## src/sfg_params.svh

```systemverilog
// Constants for the serial flash write guard and pause logic
`ifndef SFG_PARAMS_SVH
`define SFG_PARAMS_SVH

// Command opcodes
`define SFG_OP_SET      8'h06
`define SFG_OP_CLR      8'h04
`define SFG_OP_PROG     8'h02
`define SFG_OP_QPROG    8'h32
`define SFG_OP_OTPROG   8'h42
`define SFG_OP_ERASE    8'hD8
`define SFG_OP_BULK     8'hC7
`define SFG_OP_PERASE4  8'h20
`define SFG_OP_PERASE8  8'h40
`define SFG_OP_REGW     8'h01
`define SFG_OP_NONE     8'h00

// Frame bytes needed before a command may run
`define SFG_NEED_BARE   3'h1
`define SFG_NEED_ADDR   3'h4
`define SFG_NEED_DATA   3'h5
`define SFG_BYTE_MAX    3'h5

// Address layout: 64 kB sector index bits
`define SFG_SEC_HI      22
`define SFG_SEC_LO      16
`define SFG_SEC_TOP     8'h80

// Status data byte layout for register write
`define SFG_STATUS_WRITE_DISABLE_BIT_BIT    7
`define SFG_BP_HI       4
`define SFG_BP_LO       2

// Reset values and protection code limits
`define SFG_BP_RST      3'h0
`define SFG_STATUS_WRITE_DISABLE_BIT_RST    1'h0
`define SFG_BP_NONE     3'h0
`define SFG_BP_ALL      3'h7
`define SFG_BIT_ZERO    3'h0

`endif

```

## src/sfg_pkg.sv

```systemverilog
// Types shared by the serial flash write guard
package sfg_pkg;
	typedef enum logic [2:0] {CK_NONE, CK_SET, CK_CLR, CK_PROG, CK_ERASE,
		CK_BULK, CK_REGW} sfg_kind_t;
	typedef enum logic [1:0] {HS_RUN, HS_ENTER, HS_HOLD, HS_EXIT} sfg_hold_t;
endpackage : sfg_pkg

```

## src/sfg_guard.sv

```systemverilog
// Serial flash write-enable latch, block protection and pause logic
// Functional notes
// - Latch clears at reset, on write completion, register write, clear command.
// - Protected addresses stay readable; program or erase there is refused.
// - Origin top: code n protects highest 2^n sectors; 0 none, 7 all.
// - Origin bottom: code n protects lowest 2^n sectors; 0 none, 7 all.
// - Hardware protection comes from protect pin plus status write-disable bit.
// - Write-disable set with protect pin low makes status bits read-only.
// - Modifying commands run only if clock count is a multiple of eight.
// - Pause stops serial traffic only; internal write runs on unaffected.
// - Pause starts at pause fall if clock low, else next clock fall.
// - Pause ends at pause rise if clock low, else next clock fall.
// - While paused, output floats and data and clock inputs are ignored.
// - Chip select high while paused resets the serial interface.
// - Four-bit I/O mode disables the pause function entirely.
// - Origin bit 1 anchors protection low, 0 anchors it high.
`timescale 1ns/10ps
`include "sfg_params.svh"

module sfg_guard
	import sfg_pkg::*;
(
	input  wire logic        MCLK,
	input  wire logic        RST_N,
	input  wire logic        CS_N,
	input  wire logic        SCK,
	input  wire logic        SI,
	input  wire logic        HOLD_N,
	input  wire logic        WP_N,
	input  wire logic        QUAD_EN,
	input  wire logic        PROT_ORIGIN,
	input  wire logic        SO_DATA,
	input  wire logic        SO_EN,
	input  wire logic        BUSY,
	input  wire logic        OP_DONE,
	output logic             SO,
	output logic             SO_OE,
	output logic             WRITE_ENABLE_LATCH_BIT,
	output logic [2:0]       BP,
	output logic             STATUS_WRITE_DISABLE_BIT,
	output logic             HW_PROT,
	output logic             HOLD_ACTIVE,
	output logic             OP_START,
	output sfg_kind_t        OP_KIND,
	output logic [23:0]      OP_ADDR,
	output logic             CMD_REFUSED
);

	////////////////////////////////////////////////////////////////////////
	// Functions

	// Map an opcode onto its command class
	function automatic sfg_kind_t kind_of(input logic [7:0] op);
		case (op)
			`SFG_OP_SET:     kind_of = CK_SET;
			`SFG_OP_CLR:     kind_of = CK_CLR;
			`SFG_OP_PROG,
			`SFG_OP_QPROG,
			`SFG_OP_OTPROG:  kind_of = CK_PROG;
			`SFG_OP_ERASE,
			`SFG_OP_PERASE4,
			`SFG_OP_PERASE8: kind_of = CK_ERASE;
			`SFG_OP_BULK:    kind_of = CK_BULK;
			`SFG_OP_REGW:    kind_of = CK_REGW;
			default:         kind_of = CK_NONE;
		endcase
	endfunction : kind_of

	// True when the address falls in the block-protected region
	function automatic logic prot_hit(input logic [23:0] a,
		input logic [2:0] bp, input logic low_end);
		logic [7:0] sec;
		logic [7:0] span;
		sec  = {1'b0, a[`SFG_SEC_HI:`SFG_SEC_LO]};
		span = 8'h01 << bp;
		if (bp == `SFG_BP_NONE)
			prot_hit = 1'b0;
		else if (bp == `SFG_BP_ALL)
			prot_hit = 1'b1;
		else if (low_end)
			prot_hit = sec < span;
		else
			prot_hit = sec >= (`SFG_SEC_TOP - span);
	endfunction : prot_hit

	////////////////////////////////////////////////////////////////////////
	// Pin synchronisers

	logic [2:0] cs_s, sck_s, hold_s;
	logic [1:0] si_s, wp_s;

	// Two flops per pin, third flop only for edge finding
	always_ff @(posedge MCLK or negedge RST_N) begin
		if (!RST_N) begin
			cs_s   <= 3'h7;
			sck_s  <= 3'h0;
			hold_s <= 3'h7;
			si_s   <= 2'h0;
			wp_s   <= 2'h3;
		end else begin
			cs_s   <= {cs_s[1:0], CS_N};
			sck_s  <= {sck_s[1:0], SCK};
			hold_s <= {hold_s[1:0], HOLD_N};
			si_s   <= {si_s[0], SI};
			wp_s   <= {wp_s[0], WP_N};
		end
	end

	logic cs_hi, cs_rise, sck_lo, sck_rise, sck_fall, hold_fall, hold_rise;
	assign cs_hi     = cs_s[1];
	assign cs_rise   = cs_s[1] & ~cs_s[2];
	assign sck_lo    = ~sck_s[1];
	assign sck_rise  = sck_s[1] & ~sck_s[2];
	assign sck_fall  = ~sck_s[1] & sck_s[2];
	assign hold_fall = ~hold_s[1] & hold_s[2];
	assign hold_rise = hold_s[1] & ~hold_s[2];

	////////////////////////////////////////////////////////////////////////
	// Pause state machine

	sfg_hold_t hold_st, next_hold_st;
	logic      paused;
	assign paused = (hold_st == HS_HOLD) || (hold_st == HS_EXIT);

	// Pause entry and exit timing
	always_comb begin
		next_hold_st = hold_st;
		if (QUAD_EN || cs_hi) begin
			next_hold_st = HS_RUN;
		end else begin
			case (hold_st)
				HS_RUN: begin
					if (hold_fall)
						next_hold_st = sck_lo ? HS_HOLD : HS_ENTER;
				end
				HS_ENTER: begin
					if (sck_fall)
						next_hold_st = HS_HOLD;
				end
				HS_HOLD: begin
					if (hold_rise)
						next_hold_st = sck_lo ? HS_RUN : HS_EXIT;
				end
				HS_EXIT: begin
					if (sck_fall)
						next_hold_st = HS_RUN;
				end
				default: next_hold_st = HS_RUN;
			endcase
		end
	end

	always_ff @(posedge MCLK or negedge RST_N) begin
		if (!RST_N)
			hold_st <= HS_RUN;
		else
			hold_st <= next_hold_st;
	end

	////////////////////////////////////////////////////////////////////////
	// Serial capture and command execution

	logic [2:0]  bit_cnt, next_bit_cnt, byte_cnt, next_byte_cnt;
	logic [7:0]  shreg, next_shreg, opcode, next_opcode, dbyte, next_dbyte;
	logic [23:0] addr, next_addr, next_op_addr;
	logic        next_wel, next_status_write_disable_bit, next_hw_prot, next_op_start;
	logic        next_refused, next_so, next_so_oe;
	logic [2:0]  next_bp;
	sfg_kind_t   kind, next_op_kind;
	logic        hit, ok, need_ok;
	logic [7:0]  byte_in;

	assign kind    = kind_of(opcode);
	assign hit     = prot_hit(addr, BP, PROT_ORIGIN);
	assign byte_in = {shreg[6:0], si_s[1]};

	always_comb begin
		next_bit_cnt  = bit_cnt;
		next_byte_cnt = byte_cnt;
		next_shreg    = shreg;
		next_opcode   = opcode;
		next_addr     = addr;
		next_dbyte    = dbyte;
		next_wel      = WRITE_ENABLE_LATCH_BIT;
		next_bp       = BP;
		next_status_write_disable_bit     = STATUS_WRITE_DISABLE_BIT;
		next_op_start = 1'b0;
		next_op_kind  = OP_KIND;
		next_op_addr  = OP_ADDR;
		next_refused  = 1'b0;
		need_ok       = 1'b0;
		ok            = 1'b0;
		next_hw_prot  = STATUS_WRITE_DISABLE_BIT & ~wp_s[1];
		next_so       = SO_DATA;
		next_so_oe    = ~cs_hi & ~paused & SO_EN;
		// Completion of an internal write clears the latch
		if (OP_DONE)
			next_wel = 1'b0;
		if (cs_rise) begin
			// Frame end: reset interface, run a complete command
			next_bit_cnt  = `SFG_BIT_ZERO;
			next_byte_cnt = `SFG_BIT_ZERO;
			next_opcode   = `SFG_OP_NONE;  // Empty next frame runs nothing stale
			case (kind)
				CK_SET, CK_CLR, CK_BULK: need_ok = byte_cnt == `SFG_NEED_BARE;
				CK_ERASE: need_ok = byte_cnt == `SFG_NEED_ADDR;
				CK_PROG:  need_ok = byte_cnt >= `SFG_NEED_DATA;
				CK_REGW:  need_ok = byte_cnt >= `SFG_NEED_ADDR - 3'h2;
				default:  need_ok = 1'b0;
			endcase
			ok = need_ok && bit_cnt == `SFG_BIT_ZERO && !paused;
			case (kind)
				CK_SET: if (ok && !BUSY) next_wel = 1'b1;
				CK_CLR: if (ok && !BUSY) next_wel = 1'b0;
				CK_REGW: begin
					if (ok && WRITE_ENABLE_LATCH_BIT && !BUSY && !HW_PROT) begin
						next_status_write_disable_bit = dbyte[`SFG_STATUS_WRITE_DISABLE_BIT_BIT];
						next_bp   = dbyte[`SFG_BP_HI:`SFG_BP_LO];
						next_wel  = 1'b0;
					end else begin
						next_refused = 1'b1;
					end
				end
				CK_PROG, CK_ERASE, CK_BULK: begin
					if (ok && WRITE_ENABLE_LATCH_BIT && !BUSY && !HW_PROT &&
						!(kind == CK_BULK ? BP != `SFG_BP_NONE : hit)) begin
						next_op_start = 1'b1;
						next_op_kind  = kind;
						next_op_addr  = addr;
					end else begin
						next_refused = 1'b1;
					end
				end
				default: next_refused = 1'b0;
			endcase
		end else if (cs_hi) begin
			next_bit_cnt  = `SFG_BIT_ZERO;
			next_byte_cnt = `SFG_BIT_ZERO;
		end else if (sck_rise && !paused) begin
			// Serial inputs are taken only outside pause
			next_shreg   = byte_in;
			next_bit_cnt = bit_cnt + 3'h1;
			if (bit_cnt == 3'h7) begin
				case (byte_cnt)
					3'h0:    next_opcode = byte_in;
					3'h1:    next_addr[23:16] = byte_in;
					3'h2:    next_addr[15:8] = byte_in;
					3'h3:    next_addr[7:0] = byte_in;
					default: next_addr = addr;
				endcase
				if (byte_cnt == 3'h1)
					next_dbyte = byte_in;
				if (byte_cnt != `SFG_BYTE_MAX)
					next_byte_cnt = byte_cnt + 3'h1;
			end
		end
	end

	always_ff @(posedge MCLK or negedge RST_N) begin
		if (!RST_N) begin
			bit_cnt     <= `SFG_BIT_ZERO;
			byte_cnt    <= `SFG_BIT_ZERO;
			shreg       <= 8'h00;
			opcode      <= 8'h00;
			addr        <= 24'h000000;
			dbyte       <= 8'h00;
			WRITE_ENABLE_LATCH_BIT         <= 1'b0;
			BP          <= `SFG_BP_RST;
			STATUS_WRITE_DISABLE_BIT        <= `SFG_STATUS_WRITE_DISABLE_BIT_RST;
			HW_PROT     <= 1'b0;
			HOLD_ACTIVE <= 1'b0;
			OP_START    <= 1'b0;
			OP_KIND     <= CK_NONE;
			OP_ADDR     <= 24'h000000;
			CMD_REFUSED <= 1'b0;
			SO          <= 1'b0;
			SO_OE       <= 1'b0;
		end else begin
			bit_cnt     <= next_bit_cnt;
			byte_cnt    <= next_byte_cnt;
			shreg       <= next_shreg;
			opcode      <= next_opcode;
			addr        <= next_addr;
			dbyte       <= next_dbyte;
			WRITE_ENABLE_LATCH_BIT         <= next_wel;
			BP          <= next_bp;
			STATUS_WRITE_DISABLE_BIT        <= next_status_write_disable_bit;
			HW_PROT     <= next_hw_prot;
			HOLD_ACTIVE <= (next_hold_st == HS_HOLD) || (next_hold_st == HS_EXIT);
			OP_START    <= next_op_start;
			OP_KIND     <= next_op_kind;
			OP_ADDR     <= next_op_addr;
			CMD_REFUSED <= next_refused;
			SO          <= next_so;
			SO_OE       <= next_so_oe;
		end
	end
endmodule : sfg_guard

```

## config.mk

```make
export PLATFORM = sky130hd
export DESIGN_NAME = sfg_guard
export DESIGN_NICKNAME = d
export VERILOG_FILES = /design/src/sfg_pkg.sv /design/src/sfg_guard.sv
export VERILOG_INCLUDE_DIRS = /design/src
export SDC_FILE = /design/constraint.sdc
export NUM_CORES = 1
export LEC_CHECK = 0
export BUFFER_PORTS_ARGS = -buffer_cell sky130_fd_sc_hd__buf_2
export CAP_MARGIN = 20
export CORE_MARGIN = 2
export CORE_UTILIZATION = 58
export CTS_CLUSTER_SIZE = 12
export DETAILED_ROUTE_END_ITERATION = 12
export GPL_TIMING_DRIVEN = 0
export PLACE_DENSITY = 0.8
export SLEW_MARGIN = 10
export SYNTH_ARGS = -nofsm -noshare
export SYNTH_HDL_FRONTEND = slang
export SYNTH_SLANG_ARGS = --single-unit
export TNS_END_PERCENT = 5
```

## constraint.sdc

```tcl
create_clock -name MCLK -period 4 [get_ports MCLK]
set_input_delay 0.8 -clock MCLK [delete_from_list [all_inputs] [get_ports MCLK]]
set_output_delay 0.8 -clock MCLK [all_outputs]
set_load 0.02 [all_outputs]
```

* Yosys cells after proc, flatten, opt, wreduce, memory -nomap -nowiden
Index checks and enable logic that the tools add are counted.
** Word-level totals
- Bits in registers :: 98
- Latch bits :: 0
- Bits in writable memories :: 0
- ROM bits :: 0
- Bits of input ports :: 13
- Output and inout bits :: 38
- Memories :: 0
** Operators by class
- Add/subtract/negate cells :: 3
- Multipliers :: 0
- Div/mod/pow operators :: 0
- $lt $le $gt $ge :: 4
- Equality and inequality tests :: 29
- Shift-type cells :: 1
- Muxes and demuxes :: 41
- Bitwise logic cells :: 17
- Reductions and logical operators :: 38
** Operators by type and width (count)
- $mux W8 :: 5
- $mux W3 :: 8
- $eq A3 B3 Y1 const B :: 6
- $pmux W3 S6 :: 1
- $eq A8 B3 Y1 const B :: 2
- $eq A8 B6 Y1 const B :: 2
- $eq A8 B7 Y1 const B :: 2
- $eq A8 B8 Y1 const B :: 2
- $mux W1 :: 16
- $reduce_and A5 Y1 :: 3
- $mux W2 :: 7
- $eq A3 B2 Y1 const B :: 4
- $reduce_and A3 Y1 :: 4
- $reduce_bool A3 Y1 :: 4
- $reduce_or A3 Y1 :: 4
- $logic_not A3 Y1 :: 3
- $not A1 Y1 :: 9
- $and A1 B1 Y1 :: 8
- $eq A2 B2 Y1 const B :: 4
- $eq A8 B1 Y1 const B :: 1
- $eq A8 B2 Y1 const B :: 1
- $ge A7 B8 Y1 :: 1
- $logic_and A1 B1 Y1 :: 8
- $lt A7 B8 Y1 :: 1
- other kinds (18) :: 27

* Longest topological paths before layout
Gate-level depths: netlist (run 1).
- Word-level depth :: 16
- Depth in mapped cells :: 16
- Gate-level depth less buffers :: 14

* Worst setup path before layout (run 1)
OpenSTA, ideal clock, no wires.
- Kind :: reg-to-reg
- Start :: register BP[1]
- End :: register OP_ADDR[10]
- Setup time :: 125 ps
- Data arrival time :: 3189 ps
- Data required time :: 3875 ps
- Path slack :: 686 ps
- Cell stages (with the launch flop) :: 17
- Period minus slack after synthesis :: 3314 ps
- Cells stage by stage :: dfrtp_1 clkbuf_1 nor3_1 inv_1 ha_1 xnor2_1 nand2_1 o31ai_1 ha_1 o211ai_1 nor3_1 o31ai_1 nand4_1 a21oi_1 nand4b_4 buf_6 mux2_4
** On the way
- Word-level cells in the longest chain between the ends :: 10
** Ends and longest elaborated chain
- start, declared :: line sfg_guard.sv:39 : output logic [2:0] BP,
- start signal, assigned :: line sfg_guard.sv:268 : BP <= `SFG_BP_RST;
- start signal, assigned :: line sfg_guard.sv:286 : BP <= next_bp;
- $shl A1 B3 Y8 :: line sfg_guard.sv:75 : span = 8'h01 << bp;
- $sub A8 B8 Y8 (no line)
- $ge A7 B8 Y1 :: line sfg_guard.sv:83 : prot_hit = sec >= (`SFG_SEC_TOP - span);
- $mux W1 :: line sfg_guard.sv:80 : else if (low_end)
- $mux W1 :: line sfg_guard.sv:78 : else if (bp == `SFG_BP_ALL)
- $mux W1 :: line sfg_guard.sv:76 : if (bp == `SFG_BP_NONE)
- $mux W1 * :: line sfg_guard.sv:226 : !(kind == CK_BULK ? BP != `SFG_BP_NONE : hit)) begin
- $logic_not A1 Y1 * :: line sfg_guard.sv:226
- $logic_and A1 B1 Y1 * :: line sfg_guard.sv:225 : if (ok && WRITE_ENABLE_LATCH_BIT && !BUSY && !HW_PROT &&
- $reduce_and A3 Y1 (no line) *
- end signal, assigned :: line sfg_guard.sv:292 : OP_ADDR <= next_op_addr;
- end, declared :: line sfg_guard.sv:45 : output logic [23:0] OP_ADDR,
Mark *: on every way between the ends. The rest lies on a longest branch, timed or not.
A chain may end at the register's enable or synchronous reset.

* Worst setup path after layout (run 1)
- Start :: register BP[1]
- End :: register OP_ADDR[6]
The elaborated chain is that of the path after synthesis.

==> results of run 1 <==
==> placed cells by master, fill, tap and decap left out, types with 3 or more instances in the layout <==
master | Yosys | layout
sky130_fd_sc_hd__o31ai_1 | 5 | 5
sky130_fd_sc_hd__nand2_1 | 19 | 19
sky130_fd_sc_hd__a21oi_1 | 13 | 12
sky130_fd_sc_hd__ha_1 | 22 | 22
sky130_fd_sc_hd__mux2i_1 | 8 | 8
sky130_fd_sc_hd__clkbuf_8 | 0 | 9
sky130_fd_sc_hd__nor2b_1 | 7 | 7
sky130_fd_sc_hd__nor2_1 | 25 | 25
sky130_fd_sc_hd__dfrtp_1 | 90 | 90
sky130_fd_sc_hd__mux2_2 | 41 | 41
sky130_fd_sc_hd__nand3_1 | 6 | 6
sky130_fd_sc_hd__xnor2_1 | 5 | 5
sky130_fd_sc_hd__nand3b_1 | 5 | 5
sky130_fd_sc_hd__mux2_4 | 19 | 19
sky130_fd_sc_hd__a211o_1 | 4 | 4
sky130_fd_sc_hd__inv_1 | 16 | 16
sky130_fd_sc_hd__clkbuf_1 | 12 | 13
sky130_fd_sc_hd__nand2b_1 | 3 | 3
sky130_fd_sc_hd__o21a_1 | 3 | 3
sky130_fd_sc_hd__dfstp_2 | 8 | 8
sky130_fd_sc_hd__buf_2 | 0 | 49
sky130_fd_sc_hd__buf_6 | 3 | 3
sky130_fd_sc_hd__o21ai_0 | 8 | 8
sky130_fd_sc_hd__nand4_1 | 3 | 3
sky130_fd_sc_hd__and2_1 | 6 | 6
sky130_fd_sc_hd__nor3_1 | 6 | 6
==> layer usage <==
| layer | wire length [um] | track usage | part of all wire | vias to the layer above |
|---|---|---|---|---|
| li1 | - | - | - | 1427 |
| met1 | 4170 | 0.298 | 0.48 | 1479 |
| met2 | 4020 | 0.339 | 0.46 | 85 |
| met3 | 380 | 0.0524 | 0.044 | 9 |
| met4 | 76 | 0.0404 | 0.0088 | 0 |
| met5 | 0 | 0 | 0 | - |
==> how the worst min path moves through the flow <==
stage	startpoint	to	slack, ns	cells after the start
final	hold_s[0]	hold_s[1]	0.36	0
after global routing	hold_s[0]	hold_s[1]	0.36	0
after global placement	si_s[0]	si_s[1]	0.33	0
after floorplan	sck_s[0]	sck_s[1]	0.33	0
after CTS	hold_s[0]	hold_s[1]	0.36	0
after detailed placement	si_s[0]	si_s[1]	0.34	0
==> sequential cells by signal, summed over array words and instances (netlist names), 2 cells and up <==
signal,count
hold_s,3
sck_s,3
OP_KIND,3
addr,24
bit_cnt,3
OP_ADDR,24
wp_s,2
si_s,2
BP,3
hold_st,2
opcode,8
byte_cnt,3
shreg,7
cs_s,3
==> timing repair <==
action,4_1_cts,5_1_grt
endpoints found under the setup margin,0,19
resized for setup,0,1
hold buffers,0,0
endpoints found under the hold margin,0,0
==> cells in the mapped netlist (6+ instances only) <==
cell and instances:
sky130_fd_sc_hd__a21oi_1 13, sky130_fd_sc_hd__nor2_1 25, sky130_fd_sc_hd__nor2b_1 7, sky130_fd_sc_hd__o21ai_0 8, sky130_fd_sc_hd__nor3_1 6, sky130_fd_sc_hd__mux2_4 19, sky130_fd_sc_hd__mux2_2 41, sky130_fd_sc_hd__ha_1 22
sky130_fd_sc_hd__nand3_1 6, sky130_fd_sc_hd__mux2i_1 8, sky130_fd_sc_hd__dfrtp_1 90, sky130_fd_sc_hd__clkbuf_1 12, sky130_fd_sc_hd__inv_1 16, sky130_fd_sc_hd__and2_1 6, sky130_fd_sc_hd__nand2_1 19, sky130_fd_sc_hd__dfstp_2 8
==> cell type report <==
class	instances	area (um^2)
flip-flops and latches	98	2460
multi-input cells	239	2020
plain buffers	15	78.8
inverters	16	60.1
repair buffers	51	280
clock inverters	6	96.3
fillers	572	2470
clock buffers	10	128
well taps	102	128
==> per-stage QoR <==
step | instance area (um^2) | hold slack (ns) | utilization
5_1_grt | 5260 | 0.364 | 0.680
2_1_floorplan | 4620 | 0.331 | -
6_report | 5260 | 0.361 | 0.680
3_3_place_gp | 5000 | 0.332 | 0.647
4_1_cts | 5250 | 0.362 | 0.680
3_5_place_dp | 5030 | 0.345 | 0.651
==> power groups by stage <==
stage / registers [mW] / clock network, mW / logic [mW]
2_1_floorplan: 1.09 / 0 / 0.0456
5_1_grt: 1.10 / 0.766 / 0.0971
3_3_place_gp: 1.11 / 0 / 0.0774
4_1_cts: 1.09 / 0.725 / 0.0853
3_5_place_dp: 1.11 / 0 / 0.0843
6_report: 1.09 / 0.711 / 0.0833
==> worst max-delay path, stage by stage (launching register included) <==
cell and delay [ns]:
sky130_fd_sc_hd__dfrtp_1 0.45, sky130_fd_sc_hd__clkbuf_1 0.24, sky130_fd_sc_hd__nor3_1 0.29, sky130_fd_sc_hd__inv_1 0.07
sky130_fd_sc_hd__ha_1 0.27, sky130_fd_sc_hd__xnor2_1 0.15, sky130_fd_sc_hd__nand2_1 0.07, sky130_fd_sc_hd__o31ai_1 0.06
sky130_fd_sc_hd__ha_1 0.30, sky130_fd_sc_hd__o211ai_1 0.18, sky130_fd_sc_hd__nor3_1 0.07, sky130_fd_sc_hd__o31ai_1 0.10
sky130_fd_sc_hd__nand4_1 0.16, sky130_fd_sc_hd__a21oi_2 0.28, sky130_fd_sc_hd__nand4b_4 0.27, sky130_fd_sc_hd__buf_6 0.26
sky130_fd_sc_hd__mux2_4 0.30
==> cell families after synthesis <==
family,after synthesis
xor+xnor,6
compound gates,52
simple gates,91
buf+inv,31
fa+ha+maj,22
flops,98
mux,68
==> run_summary.xml, run 1 <==
<?xml version="1.0" encoding="UTF-8"?>
<metrics>
  <group name="status">
    <metric name="status" unit="">finished clean</metric>
  </group>
  <group name="synth">
    <metric name="synthXorXnorAreaFrac" unit="">0.0114</metric>
    <metric name="syn_avg_cell_area" unit="um^2">12.6</metric>
    <metric name="sequential_fraction_of_the_synthesis_area" unit="">0.533</metric>
    <metric name="yosysTopAreaCellShare" unit="">0.487</metric>
    <metric name="syn_area" unit="um^2">4620</metric>
    <metric name="dominant_combinational_cell_family_by_area_after_synthesis" unit="">multiplexers</metric>
    <metric name="area_share_of_fa_ha_maj_cells_after_synthesis" unit="">0.0596</metric>
    <metric name="yosys.area_share.simple" unit="">0.106</metric>
    <metric name="synth_edf_count" unit="">0</metric>
    <metric name="yosys.area.top_type" unit="">sky130_fd_sc_hd__dfrtp_1</metric>
    <metric name="synth.yosys.warnings" unit="">0</metric>
    <metric name="synth-compound-area-share" unit="">0.0815</metric>
    <metric name="postSynthCellCount" unit="">368</metric>
    <metric name="mux_contribution_to_synthesized_area" unit="">0.179</metric>
    <metric name="synthTopCellsByArea" unit="">sky130_fd_sc_hd__dfrtp_1, sky130_fd_sc_hd__mux2_2, sky130_fd_sc_hd__mux2_4</metric>
    <metric name="synthFlopType" unit="">sky130_fd_sc_hd__dfrtp_1</metric>
    <metric name="netlist-cell-type-count" unit="">49</metric>
    <metric name="syn-num-nets" unit="">403</metric>
    <metric name="asyncSetResetFlopFracSynth" unit="">1.00</metric>
    <metric name="ys_seq_elements" unit="">98</metric>
  </group>
  <group name="setup_path">
    <metric name="worstReg2RegEnd" unit="">OP_ADDR[6]</metric>
    <metric name="worst_ep_required_time" unit="ns">4.25</metric>
    <metric name="critical_path_arrival" unit="ns">3.90</metric>
    <metric name="crit_fanout" unit="">10</metric>
    <metric name="worst-r2r-cell-count" unit="">16</metric>
    <metric name="worstSetupEndpoint" unit="">OP_ADDR[6]</metric>
    <metric name="cp-end-kind" unit="">flip-flop</metric>
    <metric name="startpoint_class" unit="">flip-flop</metric>
    <metric name="worst_setup_path_startpoint" unit="">BP[1]</metric>
    <metric name="reg2reg_setup_slack" unit="ns">0.35</metric>
    <metric name="setup.worst_path.class" unit="">reg -&gt; reg</metric>
    <metric name="r2r-start" unit="">BP[1]</metric>
  </group>
  <group name="clock_tree">
    <metric name="tritoncts.num_buffers" unit="">9</metric>
    <metric name="cts_num_sinks" unit="">98</metric>
    <metric name="tritoncts" unit="">yes</metric>
    <metric name="cts.htree.levels" unit="">3</metric>
    <metric name="clock_pin_slew_of_the_registers_on_the_worst_case_setup_and_hold_paths" unit="ns">0.09</metric>
    <metric name="cts_root_buffer" unit="">sky130_fd_sc_hd__clkbuf_8</metric>
    <metric name="maximum_count_of_clock_buffers_along_a_single_path" unit="">2</metric>
    <metric name="insertion_delay" unit="ns">0.36</metric>
    <metric name="postCtsSetupBuffers" unit="">0</metric>
  </group>
  <group name="global_route">
    <metric name="grt_start_max_net_pins" unit="">56</metric>
    <metric name="gr-usage-all-layers" unit="">0.212</metric>
    <metric name="grt_first_pass_wirelength" unit="um">14400</metric>
    <metric name="antenna_found_initial" unit="">0</metric>
    <metric name="grt_overflow_total" unit="">0</metric>
    <metric name="grt_pass1_vias" unit="">2966</metric>
  </group>
  <group name="sta">
    <metric name="min_period_over_period" unit="">0.913</metric>
    <metric name="final_period_minus_worst_setup_slack" unit="ns">3.65</metric>
    <metric name="report.final.slew_viol_count" unit="">0</metric>
    <metric name="slew_headroom" unit="">0.609</metric>
    <metric name="worst_pin_slew" unit="ns">0.571</metric>
    <metric name="final-setup-viol-count" unit="">0</metric>
    <metric name="fin_tns_setup" unit="ns">0</metric>
    <metric name="final.setup.worst_slack" unit="ns">0.349</metric>
    <metric name="finalHoldViolCount" unit="">0</metric>
    <metric name="max_freq" unit="GHz">0.274</metric>
    <metric name="fin_worst_skew" unit="ns">0.0105</metric>
    <metric name="grt_setup_unrepaired" unit="">no</metric>
  </group>
  <group name="detailed_routing">
    <metric name="drt-total-wl" unit="um">8650</metric>
    <metric name="drcViolationCount" unit="">0</metric>
    <metric name="via_count" unit="">3000</metric>
    <metric name="detailedRoute.firstPassIterationCount" unit="">4</metric>
    <metric name="route.antenna.remaining_nets" unit="">0</metric>
    <metric name="detail_routed_net_length_per_standard_cell" unit="um">16.1</metric>
    <metric name="dr.first_iter.drc_count" unit="">109</metric>
    <metric name="vias_per_cell" unit="">5.59</metric>
  </group>
  <group name="cells_and_area">
    <metric name="final_layout_size_suffix_gt1_frac" unit="">0.333</metric>
    <metric name="finish.net_count" unit="">465</metric>
    <metric name="area_delta_synth_final" unit="%">13.8</metric>
    <metric name="stdcell_count" unit="">537</metric>
    <metric name="antennaDiodeCount" unit="">0</metric>
  </group>
  <group name="power">
    <metric name="int_power" unit="mW">1.43</metric>
    <metric name="vdd.ir_drop.worst" unit="mV">0.285</metric>
    <metric name="clockPowerShare" unit="">0.376</metric>
    <metric name="totalPowerFinal" unit="mW">1.89</metric>
    <metric name="leakagePower" unit="nW">2.65</metric>
    <metric name="power.sequential.fraction" unit="">0.579</metric>
    <metric name="power.share.switching" unit="">0.241</metric>
    <metric name="power_switching" unit="mW">0.454</metric>
    <metric name="share_comb_of_total_power" unit="">0.044</metric>
    <metric name="power.density" unit="nW/um^2">359</metric>
  </group>
  <group name="die">
    <metric name="die_width" unit="um">93.3</metric>
    <metric name="placeableCoreArea" unit="um^2">7730</metric>
    <metric name="design.die.area" unit="um^2">8700</metric>
    <metric name="floorplan.die.height" unit="um">93.3</metric>
    <metric name="num_rows" unit="">32</metric>
    <metric name="initial_core_util" unit="">0.598</metric>
    <metric name="io_pins" unit="">51</metric>
  </group>
  <group name="job">
    <metric name="drv.max_cap_violation_count" unit="">0</metric>
  </group>
  <group name="place">
    <metric name="port_buffers" unit="">50</metric>
    <metric name="dpl_worst_slack" unit="ns">0.256</metric>
    <metric name="dp_hpwl" unit="um">6040</metric>
    <metric name="number_of_instances_in_the_placed_design" unit="">521</metric>
    <metric name="gp_congestion" unit="">0.833</metric>
  </group>
  <group name="worst_hold_path">
    <metric name="hold_path_class" unit="">reg -&gt; reg</metric>
  </group>
</metrics>
(Power assumes the default switching activity.)
==> run 2: changes to the inputs <==
--- a/config.mk
+++ b/config.mk
@@ -9,11 +9,12 @@
 export BUFFER_PORTS_ARGS = -buffer_cell sky130_fd_sc_hd__buf_2
 export CAP_MARGIN = 20
 export CORE_MARGIN = 2
-export CORE_UTILIZATION = 58
+export CORE_UTILIZATION = 60
+export CTS_BUF_LIST = sky130_fd_sc_hd__clkbuf_4
 export CTS_CLUSTER_SIZE = 12
 export DETAILED_ROUTE_END_ITERATION = 12
 export GPL_TIMING_DRIVEN = 0
-export PLACE_DENSITY = 0.8
+export PLACE_DENSITY = 0.82
 export SLEW_MARGIN = 10
 export SYNTH_ARGS = -nofsm -noshare
 export SYNTH_HDL_FRONTEND = slang
==> run 2 against run 1 <==
  * Die area shrank 3.2%
  * Count of clock-buffer cells in the layout shrank 1
  * Global-route usage grew 0.71 points
  * Combinational power grew 0.6%
  * Design area shrank 1.8%
  * Clock power shrank 29%
  * Sequential share of layout area grew 0.86 points
  * Register-to-register slack lost 0.05 ns
  * Hold slack lost 0.071 ns
  * Utilization shrank 0.18 points
  * Power shrank 11%
  * Sequential cell count is the same
  * Largest power group unchanged
==> run_summary.xml, run 2 (synthesized netlist as in run 1, its figures left out) <==
<?xml version="1.0" encoding="UTF-8"?>
<metrics>
  <group name="clock_tree">
    <metric name="cts_num_sinks" unit="">98</metric>
    <metric name="insertion_delay" unit="ns">0.46</metric>
    <metric name="holdBufCountCts" unit="">0</metric>
    <metric name="postCtsSetupBuffers" unit="">0</metric>
    <metric name="clock_pin_slew_of_the_registers_on_the_worst_case_setup_and_hold_paths" unit="ns">0.17</metric>
    <metric name="tritoncts.num_buffers" unit="">9</metric>
    <metric name="tritoncts" unit="">yes</metric>
    <metric name="cts.repair.resized" unit="">0</metric>
    <metric name="maximum_count_of_clock_buffers_along_a_single_path" unit="">2</metric>
    <metric name="cts.htree.levels" unit="">3</metric>
    <metric name="cts_root_buffer" unit="">sky130_fd_sc_hd__clkbuf_4</metric>
  </group>
  <group name="global_route">
    <metric name="antenna_found_initial" unit="">0</metric>
    <metric name="grt_first_pass_wirelength" unit="um">14400</metric>
    <metric name="global_route.usage.met1" unit="">0.321</metric>
    <metric name="grtUsageMet2" unit="">0.330</metric>
    <metric name="grt_overflow_total" unit="">0</metric>
    <metric name="grt.met3_usage" unit="">0.0329</metric>
    <metric name="grt_start_max_net_pins" unit="">60</metric>
    <metric name="grt_pass1_vias" unit="">2880</metric>
    <metric name="globalRoute.busiestLayer" unit="">met2</metric>
    <metric name="gr-usage-all-layers" unit="">0.219</metric>
  </group>
  <group name="die">
    <metric name="io_pins" unit="">51</metric>
    <metric name="design.die.area" unit="um^2">8420</metric>
    <metric name="floorplan.die.height" unit="um">91.8</metric>
    <metric name="initial_core_util" unit="">0.608</metric>
    <metric name="num_rows" unit="">32</metric>
    <metric name="placeableCoreArea" unit="um^2">7610</metric>
    <metric name="die_width" unit="um">91.8</metric>
  </group>
  <group name="cells_and_area">
    <metric name="fin_util" unit="">0.679</metric>
    <metric name="area_delta_synth_final" unit="%">11.7</metric>
    <metric name="num-fill-cells" unit="">585</metric>
    <metric name="layout.cells.most_common" unit="">sky130_fd_sc_hd__dfrtp_1</metric>
    <metric name="layout.cells.most_common_list" unit="">sky130_fd_sc_hd__dfrtp_1, sky130_fd_sc_hd__buf_2, sky130_fd_sc_hd__mux2_2</metric>
    <metric name="largestRegisters" unit="">OP_ADDR x24, addr x24, opcode x8</metric>
    <metric name="final_layout_size_suffix_gt1_frac" unit="">0.333</metric>
    <metric name="finish.net_count" unit="">465</metric>
    <metric name="antennaDiodeCount" unit="">0</metric>
  </group>
  <group name="detailed_routing">
    <metric name="route.antenna.remaining_nets" unit="">0</metric>
    <metric name="drt-total-wl" unit="um">8720</metric>
    <metric name="vias_per_cell" unit="">5.57</metric>
    <metric name="dr.first_iter.drc_count" unit="">115</metric>
    <metric name="drcViolationCount" unit="">0</metric>
    <metric name="via_count" unit="">2992</metric>
    <metric name="detailedRoute.firstPassIterationCount" unit="">4</metric>
    <metric name="detail_routed_net_length_per_standard_cell" unit="um">16.2</metric>
  </group>
  <group name="sta">
    <metric name="worst_pin_slew" unit="ns">0.592</metric>
    <metric name="slew_headroom" unit="">0.595</metric>
    <metric name="final.setup.worst_slack" unit="ns">0.294</metric>
    <metric name="fin_tns_setup" unit="ns">0</metric>
    <metric name="final-setup-viol-count" unit="">0</metric>
    <metric name="min_period_over_period" unit="">0.926</metric>
    <metric name="max_freq" unit="GHz">0.270</metric>
    <metric name="finalHoldViolCount" unit="">0</metric>
    <metric name="grt_setup_unrepaired" unit="">no</metric>
    <metric name="report.final.slew_viol_count" unit="">0</metric>
    <metric name="hold-worst-slack" unit="ns">0.290</metric>
    <metric name="final_period_minus_worst_setup_slack" unit="ns">3.71</metric>
    <metric name="fin_worst_skew" unit="ns">0.0254</metric>
  </group>
  <group name="setup_path">
    <metric name="setup.worst_path.class" unit="">reg -&gt; reg</metric>
    <metric name="reg2reg_setup_slack" unit="ns">0.29</metric>
    <metric name="critical_path_arrival" unit="ns">4.06</metric>
    <metric name="cp-end-kind" unit="">flip-flop</metric>
    <metric name="worst_setup_path_startpoint" unit="">BP[1]</metric>
    <metric name="crit_fanout" unit="">10</metric>
    <metric name="highest_delay_cell_along_the_critical_path" unit="">sky130_fd_sc_hd__dfrtp_1</metric>
    <metric name="startpoint_class" unit="">flip-flop</metric>
    <metric name="worst_ep_required_time" unit="ns">4.35</metric>
    <metric name="critical_path.cell_chain" unit="">clkbuf_1, nor3_1, inv_1, ha_1, xnor2_1, nand2_1, o31ai_1, ha_1, o211ai_1, nor3_1, o31ai_1, nand4_1, a21oi_2, nand4b_4, buf_6, mux2_4</metric>
    <metric name="r2r-start" unit="">BP[1]</metric>
    <metric name="cp_slowest_stage_delay" unit="ns">0.47</metric>
  </group>
  <group name="status">
    <metric name="status" unit="">finished clean</metric>
  </group>
  <group name="place">
    <metric name="dp_hpwl" unit="um">6150</metric>
    <metric name="gp_congestion" unit="">0.887</metric>
    <metric name="port_buffers" unit="">50</metric>
    <metric name="dpl_worst_slack" unit="ns">0.185</metric>
  </group>
  <group name="job">
    <metric name="drv.max_cap_violation_count" unit="">0</metric>
  </group>
  <group name="power">
    <metric name="leakagePower" unit="nW">2.61</metric>
    <metric name="power.sequential.fraction" unit="">0.650</metric>
    <metric name="power.share.switching" unit="">0.279</metric>
    <metric name="power.density" unit="nW/um^2">327</metric>
    <metric name="int_power" unit="mW">1.22</metric>
    <metric name="vdd.ir_drop.worst" unit="mV">0.196</metric>
    <metric name="clockPowerShare" unit="">0.300</metric>
    <metric name="share_comb_of_total_power" unit="">0.050</metric>
    <metric name="power_switching" unit="mW">0.471</metric>
  </group>
  <group name="worst_hold_path">
    <metric name="hold_path_class" unit="">in -&gt; async</metric>
  </group>
</metrics>
## run 2: changes by cell type in the layout (fill, tap and decap cells not counted)
cell / delta
sky130_fd_sc_hd__clkinvlp_4: -1
sky130_fd_sc_hd__clkbuf_4: +9
sky130_fd_sc_hd__clkinv_4: +2
sky130_fd_sc_hd__clkbuf_1: -1
sky130_fd_sc_hd__clkbuf_8: -9
sky130_fd_sc_hd__inv_8: +1
sky130_fd_sc_hd__bufinv_16: -2
sky130_fd_sc_hd__clkinv_1: +1
## run 2: final timing paths
check / end / cells past startpoint
min: CMD_REFUSED / 1
max in group asynchronous: cs_s[2] / 2
min in group MCLK: hold_s[1] / 0
max: OP_ADDR[15] / 16
max reg2reg: OP_ADDR[15] / 16
min reg2reg: hold_s[1] / 0
## run 2: stage by stage
step | power (mW) | area, um^2 | cells
after floorplan | 1.13 | 4620 | 368
after global placement | 1.19 | 5000 | 520
after detailed placement | 1.20 | 5030 | 521
after CTS | 1.70 | 5160 | 537
after global routing | 1.76 | 5160 | 537
final | 1.69 | 5160 | 537
## run 2: metal layers
| layer | vias up | share of wire |
|---|---|---|
| met5 | - | 0 |
| met4 | 0 | 0.019 |
| met3 | 14 | 0.037 |
| met2 | 72 | 0.45 |
| met1 | 1471 | 0.49 |
| li1 | 1435 | - |
## run 2: worst max-delay path: cells and delay by family, from the launching register on
kind	cells	cell delay [ns]
and+or+nand+nor	5	0.89
AOI/OAI and AO/OA	4	0.62
adders and majority gates	2	0.59
buffers and inverters	3	0.58
DFF	1	0.47
muxes	1	0.31
xor gates and xnor gates	1	0.15
## run 2: power groups by stage
stage	logic, mW	clock network (mW)	registers, mW
finish	0.0838	0.507	1.10
CTS	0.0862	0.517	1.10
floorplan	0.0456	0	1.09
global route	0.0933	0.560	1.10
detailed placement	0.0859	0	1.11
global placement	0.0765	0	1.11
## run 2: area by class of cell
cell class | count | area, um^2 | area share
Tap cell | 102 | 128 | 0.0247
Inverter | 16 | 60.1 | 0.0116
Buffer | 15 | 78.8 | 0.0153
Multi-Input combinational cell | 239 | 2020 | 0.392
Clock inverter | 7 | 61.3 | 0.0119
Sequential cell | 98 | 2460 | 0.477
Timing Repair Buffer | 51 | 280 | 0.0543
Clock buffer | 9 | 67.6 | 0.0131
